## config.mk

```make
export PLATFORM = sky130hd
export DESIGN_NAME = acd_chopper
export DESIGN_NICKNAME = d
export VERILOG_FILES = /design/src/acd_chopper.v /design/src/acd_sync.v
export VERILOG_INCLUDE_DIRS = /design/src
export SDC_FILE = /design/constraint.sdc
export NUM_CORES = 1
export LEC_CHECK = 0
export ABC_AREA = 0
export BUFFER_PORTS_ARGS = -buffer_cell sky130_fd_sc_hd__buf_2
export CORE_MARGIN = 8
export CORE_UTILIZATION = 47
export DETAILED_ROUTE_END_ITERATION = 8
export GPL_TIMING_DRIVEN = 0
export PLACE_DENSITY = 0.67
export SLEW_MARGIN = 30
export SYNTH_ARGS = -nofsm -noshare
export SYNTH_HDL_FRONTEND = slang
export SYNTH_HIERARCHICAL = 1
export SYNTH_SLANG_ARGS = --single-unit
```

## constraint.sdc

```tcl
create_clock -name i_clk -period 13.25 [get_ports i_clk]
set_clock_uncertainty 0.15 [all_clocks]
set_input_delay 0.6625 -clock i_clk [delete_from_list [all_inputs] [get_ports i_clk]]
set_output_delay 0.6625 -clock i_clk [all_outputs]
set_load 0.05 [all_outputs]
```

## src/acd_map.vh

```
// Constants for the adaptive chopper decay timing block
`ifndef ACD_MAP_VH
`define ACD_MAP_VH
`define ACD_CLK_MHZ 100
`define ACD_ADDR_CTRL 12'h000
`define ACD_ADDR_STAT 12'h004
`define ACD_ADDR_SHARE 12'h008
`define ACD_CTRL_DECAY_LSB 0
`define ACD_CTRL_OFF_LSB 4
`define ACD_CTRL_MASK_LSB 6
`define ACD_CTRL_RIPPLE_LSB 8
`define ACD_CTRL_HWIF_BIT 10
`define ACD_CTRL_RESET 32'h0000_0057
`define ACD_DECAY_SLOW 3'h0
`define ACD_DECAY_MIX30 3'h4
`define ACD_DECAY_MIX60 3'h5
`define ACD_DECAY_DYN 3'h6
`define ACD_DECAY_RIPPLE 3'h7
`define ACD_OFF_NS0 9000
`define ACD_OFF_NS1 19000
`define ACD_OFF_NS2 27000
`define ACD_OFF_NS3 35000
`define ACD_MASK_NS0 1000
`define ACD_MASK_NS1 1500
`define ACD_MASK_NS2 2000
`define ACD_MASK_NS3 2500
`define ACD_DEGLITCH_NS 500
`define ACD_RIPPLE_BASE_MA 25
`define ACD_RIPPLE_PCT0 1
`define ACD_RIPPLE_PCT1 2
`define ACD_RIPPLE_PCT2 4
`define ACD_RIPPLE_PCT3 6
`define ACD_SHARE_STEPS 16
`endif

```

## src/acd_chopper.v

```verilog
// PWM chopper for one H-bridge with adaptive decay and APB registers
//
// Operation
// - Dynamic share recomputed once per PWM cycle
// - Overshoot raises fast share next cycle
// - Long drive lowers fast share in the same cycle
// - Falling microstep forces pure fast decay in dynamic mode
// - Ripple mode: slow decay until valley
// - Ripple band 25 mA plus 1/2/4/6 percent
// - Off period except ripple mode: any partial fast share, then a full off time of slow
// - Off time 9/19/27/35 us, strap same
// - Off time changes accepted while running
// - Comparator masked for blanking after drive
// - Strap mode blanking fixed 1.5 us
// - Register blanking 1/1.5/2/2.5 us
// - Extra 0.5 us deglitch near trip
// - Decay field 110 dynamic, 111 ripple
// - Mixed off: fast share then slow
//
// Local design decisions: the register addresses and the APB interface to the registers.
`timescale 1ns/1ps
`default_nettype none
`include "acd_map.vh"
module acd_chopper #(
  parameter CW = 12,
  parameter STEPS = `ACD_SHARE_STEPS,
  parameter [CW-1:0] LONG_DRIVE = 12'h0C8
) (
  input wire i_clk, // Core clock
  input wire i_reset, // Synchronous reset, high
  input wire i_psel, // APB select
  input wire i_penable, // APB enable
  input wire i_pwrite, // APB direction
  input wire [11:0] i_paddr, // APB byte address
  input wire [31:0] i_pwdata, // APB write data
  output wire o_pready, // APB ready
  output reg [31:0] o_prdata, // APB read data
  output wire o_pslverr, // APB error
  input wire i_enable, // Bridge run enable
  input wire i_step_falling, // Pulse: target current lowered
  input wire i_cmp_upper, // Async: current above chop_upper_threshold
  input wire i_cmp_lower, // Async: current below chop_lower_threshold
  input wire i_cmp_near, // Async: current near chop_upper_threshold
  input wire [1:0] i_strap_off, // Async: decoded off-time strap level
  input wire [1:0] i_strap_decay, // Async: decoded decay strap code
  output reg o_drive, // Bridge driving
  output reg o_fast, // Bridge in fast decay
  output reg o_slow, // Bridge in slow decay
  output reg [1:0] o_ripple_band_sel // Ripple code to valley DAC
);
  localparam S_DRIVE = 3'b001;
  localparam S_FAST = 3'b010;
  localparam S_SLOW = 3'b100;
  localparam SW = $clog2(STEPS + 1);

  // Rounded-up cycle counts from ns figures
  function [CW-1:0] ns2cyc;
    input integer ns;
    integer t;
    begin
      t = (ns * `ACD_CLK_MHZ + 999) / 1000;
      ns2cyc = t[CW-1:0];
    end
  endfunction

  // Fixed mixed-decay fast share, in tenths of the off time
  function [CW-1:0] mix_len;
    input [CW-1:0] off;
    input integer tenths;
    integer t;
    begin
      t = (off * tenths) / 10;
      mix_len = t[CW-1:0];
    end
  endfunction

  wire [4:0] cmp_s;
  wire [1:0] strap_off_s;
  wire [1:0] strap_decay_s;
  acd_sync #(.W(9)) u_sync (
    .i_clk(i_clk),
    .i_reset(i_reset),
    .i_async({i_cmp_upper, i_cmp_lower, i_cmp_near, i_strap_off, i_strap_decay, 2'b00}),
    .o_sync({cmp_s[0], cmp_s[1], cmp_s[2], strap_off_s, strap_decay_s, cmp_s[4:3]})
  );
  wire up_s = cmp_s[0];
  wire low_s = cmp_s[1];
  wire near_s = cmp_s[2];

  reg [31:0] ctrl_ff;
  wire hw_mode = ctrl_ff[`ACD_CTRL_HWIF_BIT];
  reg [2:0] strap_dec;
  always @* begin
    case (strap_decay_s)
      2'h0: strap_dec = `ACD_DECAY_SLOW;
      2'h1: strap_dec = `ACD_DECAY_MIX30;
      2'h2: strap_dec = `ACD_DECAY_DYN;
      default: strap_dec = `ACD_DECAY_RIPPLE;
    endcase
  end
  wire [2:0] decay = hw_mode ? strap_dec : ctrl_ff[`ACD_CTRL_DECAY_LSB +: 3];
  wire [1:0] off_sel = hw_mode ? strap_off_s : ctrl_ff[`ACD_CTRL_OFF_LSB +: 2];
  wire [1:0] mask_sel = ctrl_ff[`ACD_CTRL_MASK_LSB +: 2];
  wire [1:0] ripple_sel = hw_mode ? strap_off_s : ctrl_ff[`ACD_CTRL_RIPPLE_LSB +: 2];

  reg [CW-1:0] off_cyc;
  always @* begin
    case (off_sel)
      2'h0: off_cyc = ns2cyc(`ACD_OFF_NS0);
      2'h1: off_cyc = ns2cyc(`ACD_OFF_NS1);
      2'h2: off_cyc = ns2cyc(`ACD_OFF_NS2);
      default: off_cyc = ns2cyc(`ACD_OFF_NS3);
    endcase
  end
  reg [CW-1:0] mask_cyc;
  always @* begin
    if (hw_mode) begin
      mask_cyc = ns2cyc(`ACD_MASK_NS1);
    end else begin
      case (mask_sel)
        2'h0: mask_cyc = ns2cyc(`ACD_MASK_NS0);
        2'h1: mask_cyc = ns2cyc(`ACD_MASK_NS1);
        2'h2: mask_cyc = ns2cyc(`ACD_MASK_NS2);
        default: mask_cyc = ns2cyc(`ACD_MASK_NS3);
      endcase
    end
  end
  wire [CW-1:0] degl_cyc = ns2cyc(`ACD_DEGLITCH_NS);

  reg [2:0] state_ff;
  reg [2:0] nxt_state;
  reg [CW-1:0] cnt_ff;
  reg [CW-1:0] nxt_cnt;
  reg [CW-1:0] degl_ff;
  reg [SW-1:0] share_ff;
  reg [SW-1:0] nxt_share;
  reg [CW-1:0] fast_len_ff;
  reg [CW-1:0] nxt_fast_len;
  reg over_ff;
  reg falling_ff;
  reg [15:0] cycles_ff;

  // Comparator trip after blanking, plus deglitch while near the trip level
  wire masked = (cnt_ff < mask_cyc);
  wire trip = up_s && !masked && (!near_s || degl_ff >= degl_cyc);
  wire long_drive = (cnt_ff >= LONG_DRIVE);

  function [CW-1:0] share_len;
    input [CW-1:0] off;
    input [SW-1:0] sh;
    integer t;
    begin
      t = (off * sh) / STEPS;
      share_len = t[CW-1:0];
    end
  endfunction

  always @* begin
    nxt_state = state_ff;
    nxt_cnt = cnt_ff + 1'b1;
    nxt_share = share_ff;
    nxt_fast_len = fast_len_ff;
    case (state_ff)
      S_DRIVE: begin
        if (trip) begin
          nxt_cnt = {CW{1'b0}};
          if (decay == `ACD_DECAY_RIPPLE) begin
            nxt_state = S_SLOW;
          end else begin
            // Once per cycle, using last cycle's overshoot and this drive's length
            if (decay == `ACD_DECAY_DYN) begin
              // Overshoot wins: at full share it holds rather than falling back
              if (over_ff) begin
                if (share_ff < STEPS) begin
                  nxt_share = share_ff + 1'b1;
                end
              end else if (long_drive && share_ff != 0) begin
                nxt_share = share_ff - 1'b1;
              end
            end
            case (decay)
              `ACD_DECAY_MIX30: nxt_fast_len = mix_len(off_cyc, 3);
              `ACD_DECAY_MIX60: nxt_fast_len = mix_len(off_cyc, 6);
              `ACD_DECAY_DYN: nxt_fast_len = falling_ff ? off_cyc : share_len(off_cyc, nxt_share);
              default: nxt_fast_len = {CW{1'b0}};
            endcase
            nxt_state = (nxt_fast_len != 0) ? S_FAST : S_SLOW;
          end
        end
      end
      S_FAST: begin
        // Live off_cyc lets a new off time take effect mid-run
        if (cnt_ff + 1'b1 >= fast_len_ff) begin
          nxt_state = (fast_len_ff >= off_cyc) ? S_DRIVE : S_SLOW;
        end
      end
      default: begin
        if (decay == `ACD_DECAY_RIPPLE ? low_s : (cnt_ff + 1'b1 >= off_cyc)) begin
          nxt_state = S_DRIVE;
          nxt_cnt = {CW{1'b0}};
        end
      end
    endcase
    if (nxt_state != state_ff) begin
      nxt_cnt = {CW{1'b0}};
    end
  end

  always @(posedge i_clk) begin
    if (i_reset || !i_enable) begin
      state_ff <= S_DRIVE;
      cnt_ff <= {CW{1'b0}};
      degl_ff <= {CW{1'b0}};
      fast_len_ff <= {CW{1'b0}};
      over_ff <= 1'b0;
      cycles_ff <= 16'h0000;
      if (i_reset) begin
        share_ff <= {SW{1'b0}};
        falling_ff <= 1'b0;
      end
    end else begin
      state_ff <= nxt_state;
      cnt_ff <= (cnt_ff == {CW{1'b1}}) ? cnt_ff : nxt_cnt;
      degl_ff <= (up_s && near_s) ? degl_ff + 1'b1 : {CW{1'b0}};
      share_ff <= nxt_share;
      fast_len_ff <= nxt_fast_len;
      // Overshoot: comparator still high when the off period ends
      if (state_ff == S_DRIVE && nxt_state != S_DRIVE) begin
        over_ff <= 1'b0;
      end else if (state_ff != S_DRIVE && nxt_state == S_DRIVE) begin
        over_ff <= up_s;
        cycles_ff <= cycles_ff + 1'b1;
      end
      // A falling step stands until the next fast decision consumes it
      if (i_step_falling) begin
        falling_ff <= 1'b1;
      end else if (state_ff == S_DRIVE && trip && decay == `ACD_DECAY_DYN) begin
        falling_ff <= 1'b0;
      end
    end
  end

  always @(posedge i_clk) begin
    if (i_reset) begin
      o_drive <= 1'b0;
      o_fast <= 1'b0;
      o_slow <= 1'b0;
      o_ripple_band_sel <= 2'h0;
    end else begin
      o_drive <= i_enable && nxt_state == S_DRIVE;
      o_fast <= i_enable && nxt_state == S_FAST;
      o_slow <= i_enable && nxt_state == S_SLOW;
      o_ripple_band_sel <= ripple_sel;
    end
  end

  // APB: zero-wait slave, unmapped addresses answer with an error
  wire acc = i_psel && i_penable;
  wire hit_ctrl = (i_paddr == `ACD_ADDR_CTRL);
  wire hit_stat = (i_paddr == `ACD_ADDR_STAT);
  wire hit_share = (i_paddr == `ACD_ADDR_SHARE);
  wire mapped = hit_ctrl || hit_stat || hit_share;
  assign o_pready = 1'b1;
  assign o_pslverr = acc && !mapped;

  always @(posedge i_clk) begin
    if (i_reset) begin
      ctrl_ff <= `ACD_CTRL_RESET;
    end else if (acc && i_pwrite && hit_ctrl) begin
      ctrl_ff <= {21'h0, i_pwdata[10:0]};
    end
  end

  always @* begin
    o_prdata = 32'h0000_0000;
    if (hit_ctrl) begin
      o_prdata = ctrl_ff;
    end else if (hit_stat) begin
      o_prdata = {cycles_ff, 8'h00, 2'h0, falling_ff, over_ff, 1'b0, state_ff};
    end else if (hit_share) begin
      o_prdata = {{(32 - SW){1'b0}}, share_ff};
    end
  end
endmodule // acd_chopper
`default_nettype wire

```

## src/acd_sync.v

```verilog
// Two-flop synchroniser for asynchronous inputs
`timescale 1ns/1ps
`default_nettype none
module acd_sync #(
  parameter W = 1
) (
  input wire i_clk, // Core clock
  input wire i_reset, // Synchronous reset
  input wire [W-1:0] i_async, // Asynchronous level
  output wire [W-1:0] o_sync // Synchronised level
);
  reg [W-1:0] meta_ff;
  reg [W-1:0] sync_ff;
  always @(posedge i_clk) begin
    if (i_reset) begin
      meta_ff <= {W{1'b0}};
      sync_ff <= {W{1'b0}};
    end else begin
      meta_ff <= i_async;
      sync_ff <= meta_ff;
    end
  end
  assign o_sync = sync_ff;
endmodule // acd_sync
`default_nettype wire

```

== Word level (Yosys, flattened, before mapping) ==
Index checks and enable logic that the tools add are counted.

* Add/subtract/negate cells: 5
* $mul: 3
* Div/mod/pow operators: 2
* Magnitude comparators: 7
* Equality and inequality tests: 23
* Muxes and demuxes: 43
* Bitwise gates (word level): 3
* Reduce and logical (&&, ||, !) cells: 38

{| class="wikitable"
|+ Operators with widths
! kind !! number
|-
| $mux 12 || 7
|-
| $pmux 12 s3 || 2
|-
| $mux 5 || 13
|-
| $mux 32 || 2
|-
| $ge 12x12->1 || 3
|-
| $div 14x4->32 const B || 1
|-
| $div 15x4->32 const B || 1
|-
| $mul 12x2->14 const B || 2
|-
| $add 12x1->12 const B || 2
|-
| $pmux 12 s2 || 1
|-
| $pmux 8 s3 || 1
|-
| $mux 3 || 7
|-
| $add 16x1->16 const B || 1
|-
| $mul 12x5->16 || 1
|-
| $eq 3x3->1 const B || 5
|-
| $logic_and 1x1->1 || 15
|-
| $eq 12x12->1 const B || 1
|-
| $eq 12x3->1 const B || 1
|-
| $eq 12x4->1 const B || 1
|-
| $ge 12x6->1 const B || 1
|-
| $ge 12x8->1 const B || 1
|-
| $logic_not 12->1 || 1
|-
| $lt 12x12->1 || 1
|-
| $reduce_bool 12->1 || 1
|-
| other kinds (27) || 52
|}

* Bits in registers: 96
* Input port bits: 58
* Output and inout bits: 39
* Word-level logic and storage cells: 140

== Longest topological paths before layout ==
* Depth after elaboration: 24
* Mapped depth: 52
* Mapped depth without buffers: 46

== Hierarchy ==
The synthesis kept the hierarchy.

{| class="wikitable"
|+ Modules (own cells, without submodules)
! module !! instances !! cells each !! area an instance (µm²) !! sequential area each (µm²)
|-
| acd_chopper || 1 || 1393 || 10288.6 || 1621.6
|-
| acd_sync || 1 || 37 || 489.2 || 360.3
|}

== Worst setup path after synthesis ==
Ideal clock, no wire load.

* Path type: flip-flop to flip-flop
* Start: register ctrl_ff[10]
* End: register fast_len_ff[0]
* Setup time: 134 ps
* Arrival time: 10513 ps
* Data required time: 12966 ps
* Path slack: 2454 ps
* Stages on the path, launching flop included: 50
* Path buffers: 6
* Clock period less this slack: 10796 ps
* Path through: dfxtp_1 > buf_6 > mux2i_4 > clkbuf_1 > ha_1 > clkbuf_1 > buf_1 > nand2_1 > and2_1 > o21a_1 > or2_2 > and3_1 > clkbuf_1 > or4_1 > buf_6 > a31o_2 > inv_1 > ha_1 > [14 not listed] > a2bb2oi_1 > o211ai_2 > nor2_2 > o221ai_4 > nor3_2 > xnor2_1 > ha_1 > nor2_1 > nand2_1 > a22oi_1 > a31oi_1 > o41ai_1 > nor3_1 > mux2i_1 > nand4_1 > a2111oi_2 > o211a_1 > o22ai_1

* Cells in the longest elaborated chain, start to end: 12
* Elaborated cells between the ends (all ways): 31
* Classes of those cells: mul: 3; div: 2; order compare: 1; eq/ne: 6; mux: 13; bitwise: 1; reduce/logical: 5

{| class="wikitable"
|+ RTL lines
! element !! line !! source
|-
| start: declaration || acd_chopper.v:90 || <nowiki>reg [31:0] ctrl_ff;</nowiki>
|-
| start signal: assignment || acd_chopper.v:268 || <nowiki>ctrl_ff <= `ACD_CTRL_RESET;</nowiki>
|-
| start signal: assignment || acd_chopper.v:270 || <nowiki>ctrl_ff <= {21'h0, i_pwdata[10:0]};</nowiki>
|-
| parallel branches: the longest is 12 deep, another holds $div 15x4->32 || - ||
|-
| end signal: assignment || acd_chopper.v:214 || <nowiki>fast_len_ff <= {CW{1'b0}};</nowiki>
|-
| end signal: assignment || acd_chopper.v:226 || <nowiki>fast_len_ff <= nxt_fast_len;</nowiki>
|-
| end: declaration || acd_chopper.v:137 || <nowiki>reg [CW-1:0] fast_len_ff;</nowiki>
|}

Parallel ways; which one is timed is not known. The select of a mux whose other input is x is not followed.
A chain may end at the register's enable or synchronous reset.

== Worst setup path after layout ==
Ends and elaborated chain as after synthesis.

==> summary.txt <==
Place
  • Placed Area: 11,400 um^2
  • RD Place Congestion: 0.8965
  • PortBufs: 69
  • Placed insts: 1,781
  • Dpl hpwl: 24.30 mm

CTS
  • CTS tree: done
  • Worst-path clk slew: 0.07 ns
  • Clock Path Buffers: 2
  • H-tree depth: 3
  • Later-pin clock latency in the skew report: 0.34 ns
  • # clock sinks: 92
  • Clock root buffer: clkbuf_16
  • Num CTS Buffers: 9
  • Hold-fix buffers at CTS: 0

Routing
  • Vias per cell: 6.006
  • Drt total wl: 30.64 mm
  • Drt pass-1 iters: 5
  • Via count: 10,817
  • 1st-iter DRT viols: 671
  • Antenna-violating nets left: 0
  • Drt drc: 0
  • DR WL/cell: 17.01 um

Worst setup path
  • Crit path kind: reg2reg
  • CP Launch Point: ctrl_ff[10]
  • Most common cell on crit path: ha_1
  • Max stage delay on crit path: 0.56 ns
  • Crit start category: register
  • Reg2Reg Depth: 47
  • Worst R2R Start: ctrl_ff[10]
  • Slowest CP cell: or4_1
  • CP Max Fanout: 13
  • Req. time, crit path: 13.31 ns
  • CP arrival: 12.50 ns
  • Critical path endpoint category: register

Die
  • Core ar.: 22,430 um^2
  • IO Count: 97
  • Die Height: 166.7 um
  • Initial core utilization: 47.56%
  • Die X-Extent: 166.7 um
  • FP Rows: 55
  • Full die area: 27,780 um^2

Global route
  • Gr ovfl total: 0
  • Global-route wire length before repair: 50.53 mm
  • Global Route Usage Sum: 21.29%
  • Antenna violations before repair: 0
  • Pin count of the biggest net entering global routing: 18
  • Vias in the first global route: 10,303

Finish
  • Fin nets: 1,667
  • Design Area, Final: 11,800 um^2
  • Fillers: 2,238
  • ANT cells: 0
  • Layout cells sized above 1: 13.06%
  • Area Overhead vs Synth: 10.55%
  • Most frequent cells in the layout: nor2_1 (172), nand2_1 (134), a21oi_1 (100)
  • Final core utilization: 52.58%
  • Commonest non-fill, non-tap cell in the layout: nor2_1
  • Final cell count without fillers: 1,801

Timing
  • Relative slew slack: 44.20%
  • Tmin final: 12.44 ns
  • Final period utilization: 93.91%
  • Final Hold Fails: 0
  • TNS Setup: 0 ns
  • RSZ-0062 raised after global routing: no
  • Fin. max-slew vios: 0
  • Endpoints failing setup: 0
  • Worst hold margin: 0.2827 ns
  • Tightest Pin Transition: 0.8283 ns
  • Peak Freq: 80.36 MHz

Pwr
  • Pwr dens: 54.40 nW/um^2
  • LEAKAGE: 0.004949 uW
  • VDD IR max: 0.08209 mV

Synthesis
  • Cell Area, Synth: 10,670 um^2
  • Synth warnings: 6
  • Synthesized area per cell: 7.504 um^2
  • Cells after Synth: 1,422

Hold path
  • Hold Crit Class: reg2reg
  • Startpoint of the worst hold path: u_sync/meta_ff[4]
  • Number of cells on the worst hold path: 1

Run
  • Max_cap viols: 0

Outcome
  • Status: finished, final reports clean
==> sequential cells by signal, summed over array words and instances (netlist names), 2 cells and up <==
register / cells
cycles_ff: 16
cnt_ff: 12
u_sync/meta_ff: 7
fast_len_ff: 12
share_ff: 5
o_ripple_band_sel: 2
degl_ff: 12
ctrl_ff: 11
u_sync/o_sync: 7
state_ff: 3
==> power breakdown <==
part | switching, uW | internal (uW) | total, uW
Combinational | 63.2 | 47.1 | 110
Sequential | 3.03 | 283 | 286
Clock | 116 | 130 | 246
Total | 182 | 460 | 642
==> timing repair <==
| action | in CTS | in global routing |
|---|---|---|
| setup buffers | 0 | 4 |
| pin swaps | 0 | 1 |
| gates cloned | 0 | 0 |
| gates resized for setup | 1 | 20 |
| setup endpoints to repair | 1 | 2 |
==> final cells by class <==
cell class,count,area (um^2),share of cell area (%)
repair buffers,74,380.4,3.224
clock inverters,7,56.30,0.4773
clock buffers,9,225.2,1.909
multi-input cells,1199,8289,70.27
flip-flops and latches,92,1902,16.12
plain buffers,64,316.6,2.684
well taps,285,356.6,3.023
inverters,71,270.3,2.291
==> metrics by stage <==
stage	total power, uW	worst slack [ns]
finish	641.7	0.8063
global route	670.4	0.008221
CTS	646.9	0.1989
detailed placement	401.5	0.06189
global placement	399.3	-0.01145
floorplan	374.4	2.454
==> final timing paths <==
| kind | to | slack (ns) |
|---|---|---|
| max | fast_len_ff[0] | 0.81 |
| min reg2reg | u_sync/o_sync[4] | 0.28 |
| min | u_sync/o_sync[4] | 0.28 |
| max reg2reg | fast_len_ff[0] | 0.81 |
==> routing by layer <==
metal	up-vias	GRT usage, %	share of wire [%]
met1	5133	26.25	44
met5	-	0	0
met4	0	7.129	2.5
met2	280	38.15	49
li1	5347	-	-
met3	57	2.057	3.8
==> critical path: cells and delay by family (launching register included) <==
kind | cells | cell delay (ns)
compound gates | 19 | 5.05
xor+xnor | 2 | 0.55
fa+ha+maj | 4 | 1.10
buf+inv | 5 | 0.99
flops | 1 | 0.34
mux | 3 | 0.99
simple gates | 14 | 3.15
(Power assumes the default switching activity.)
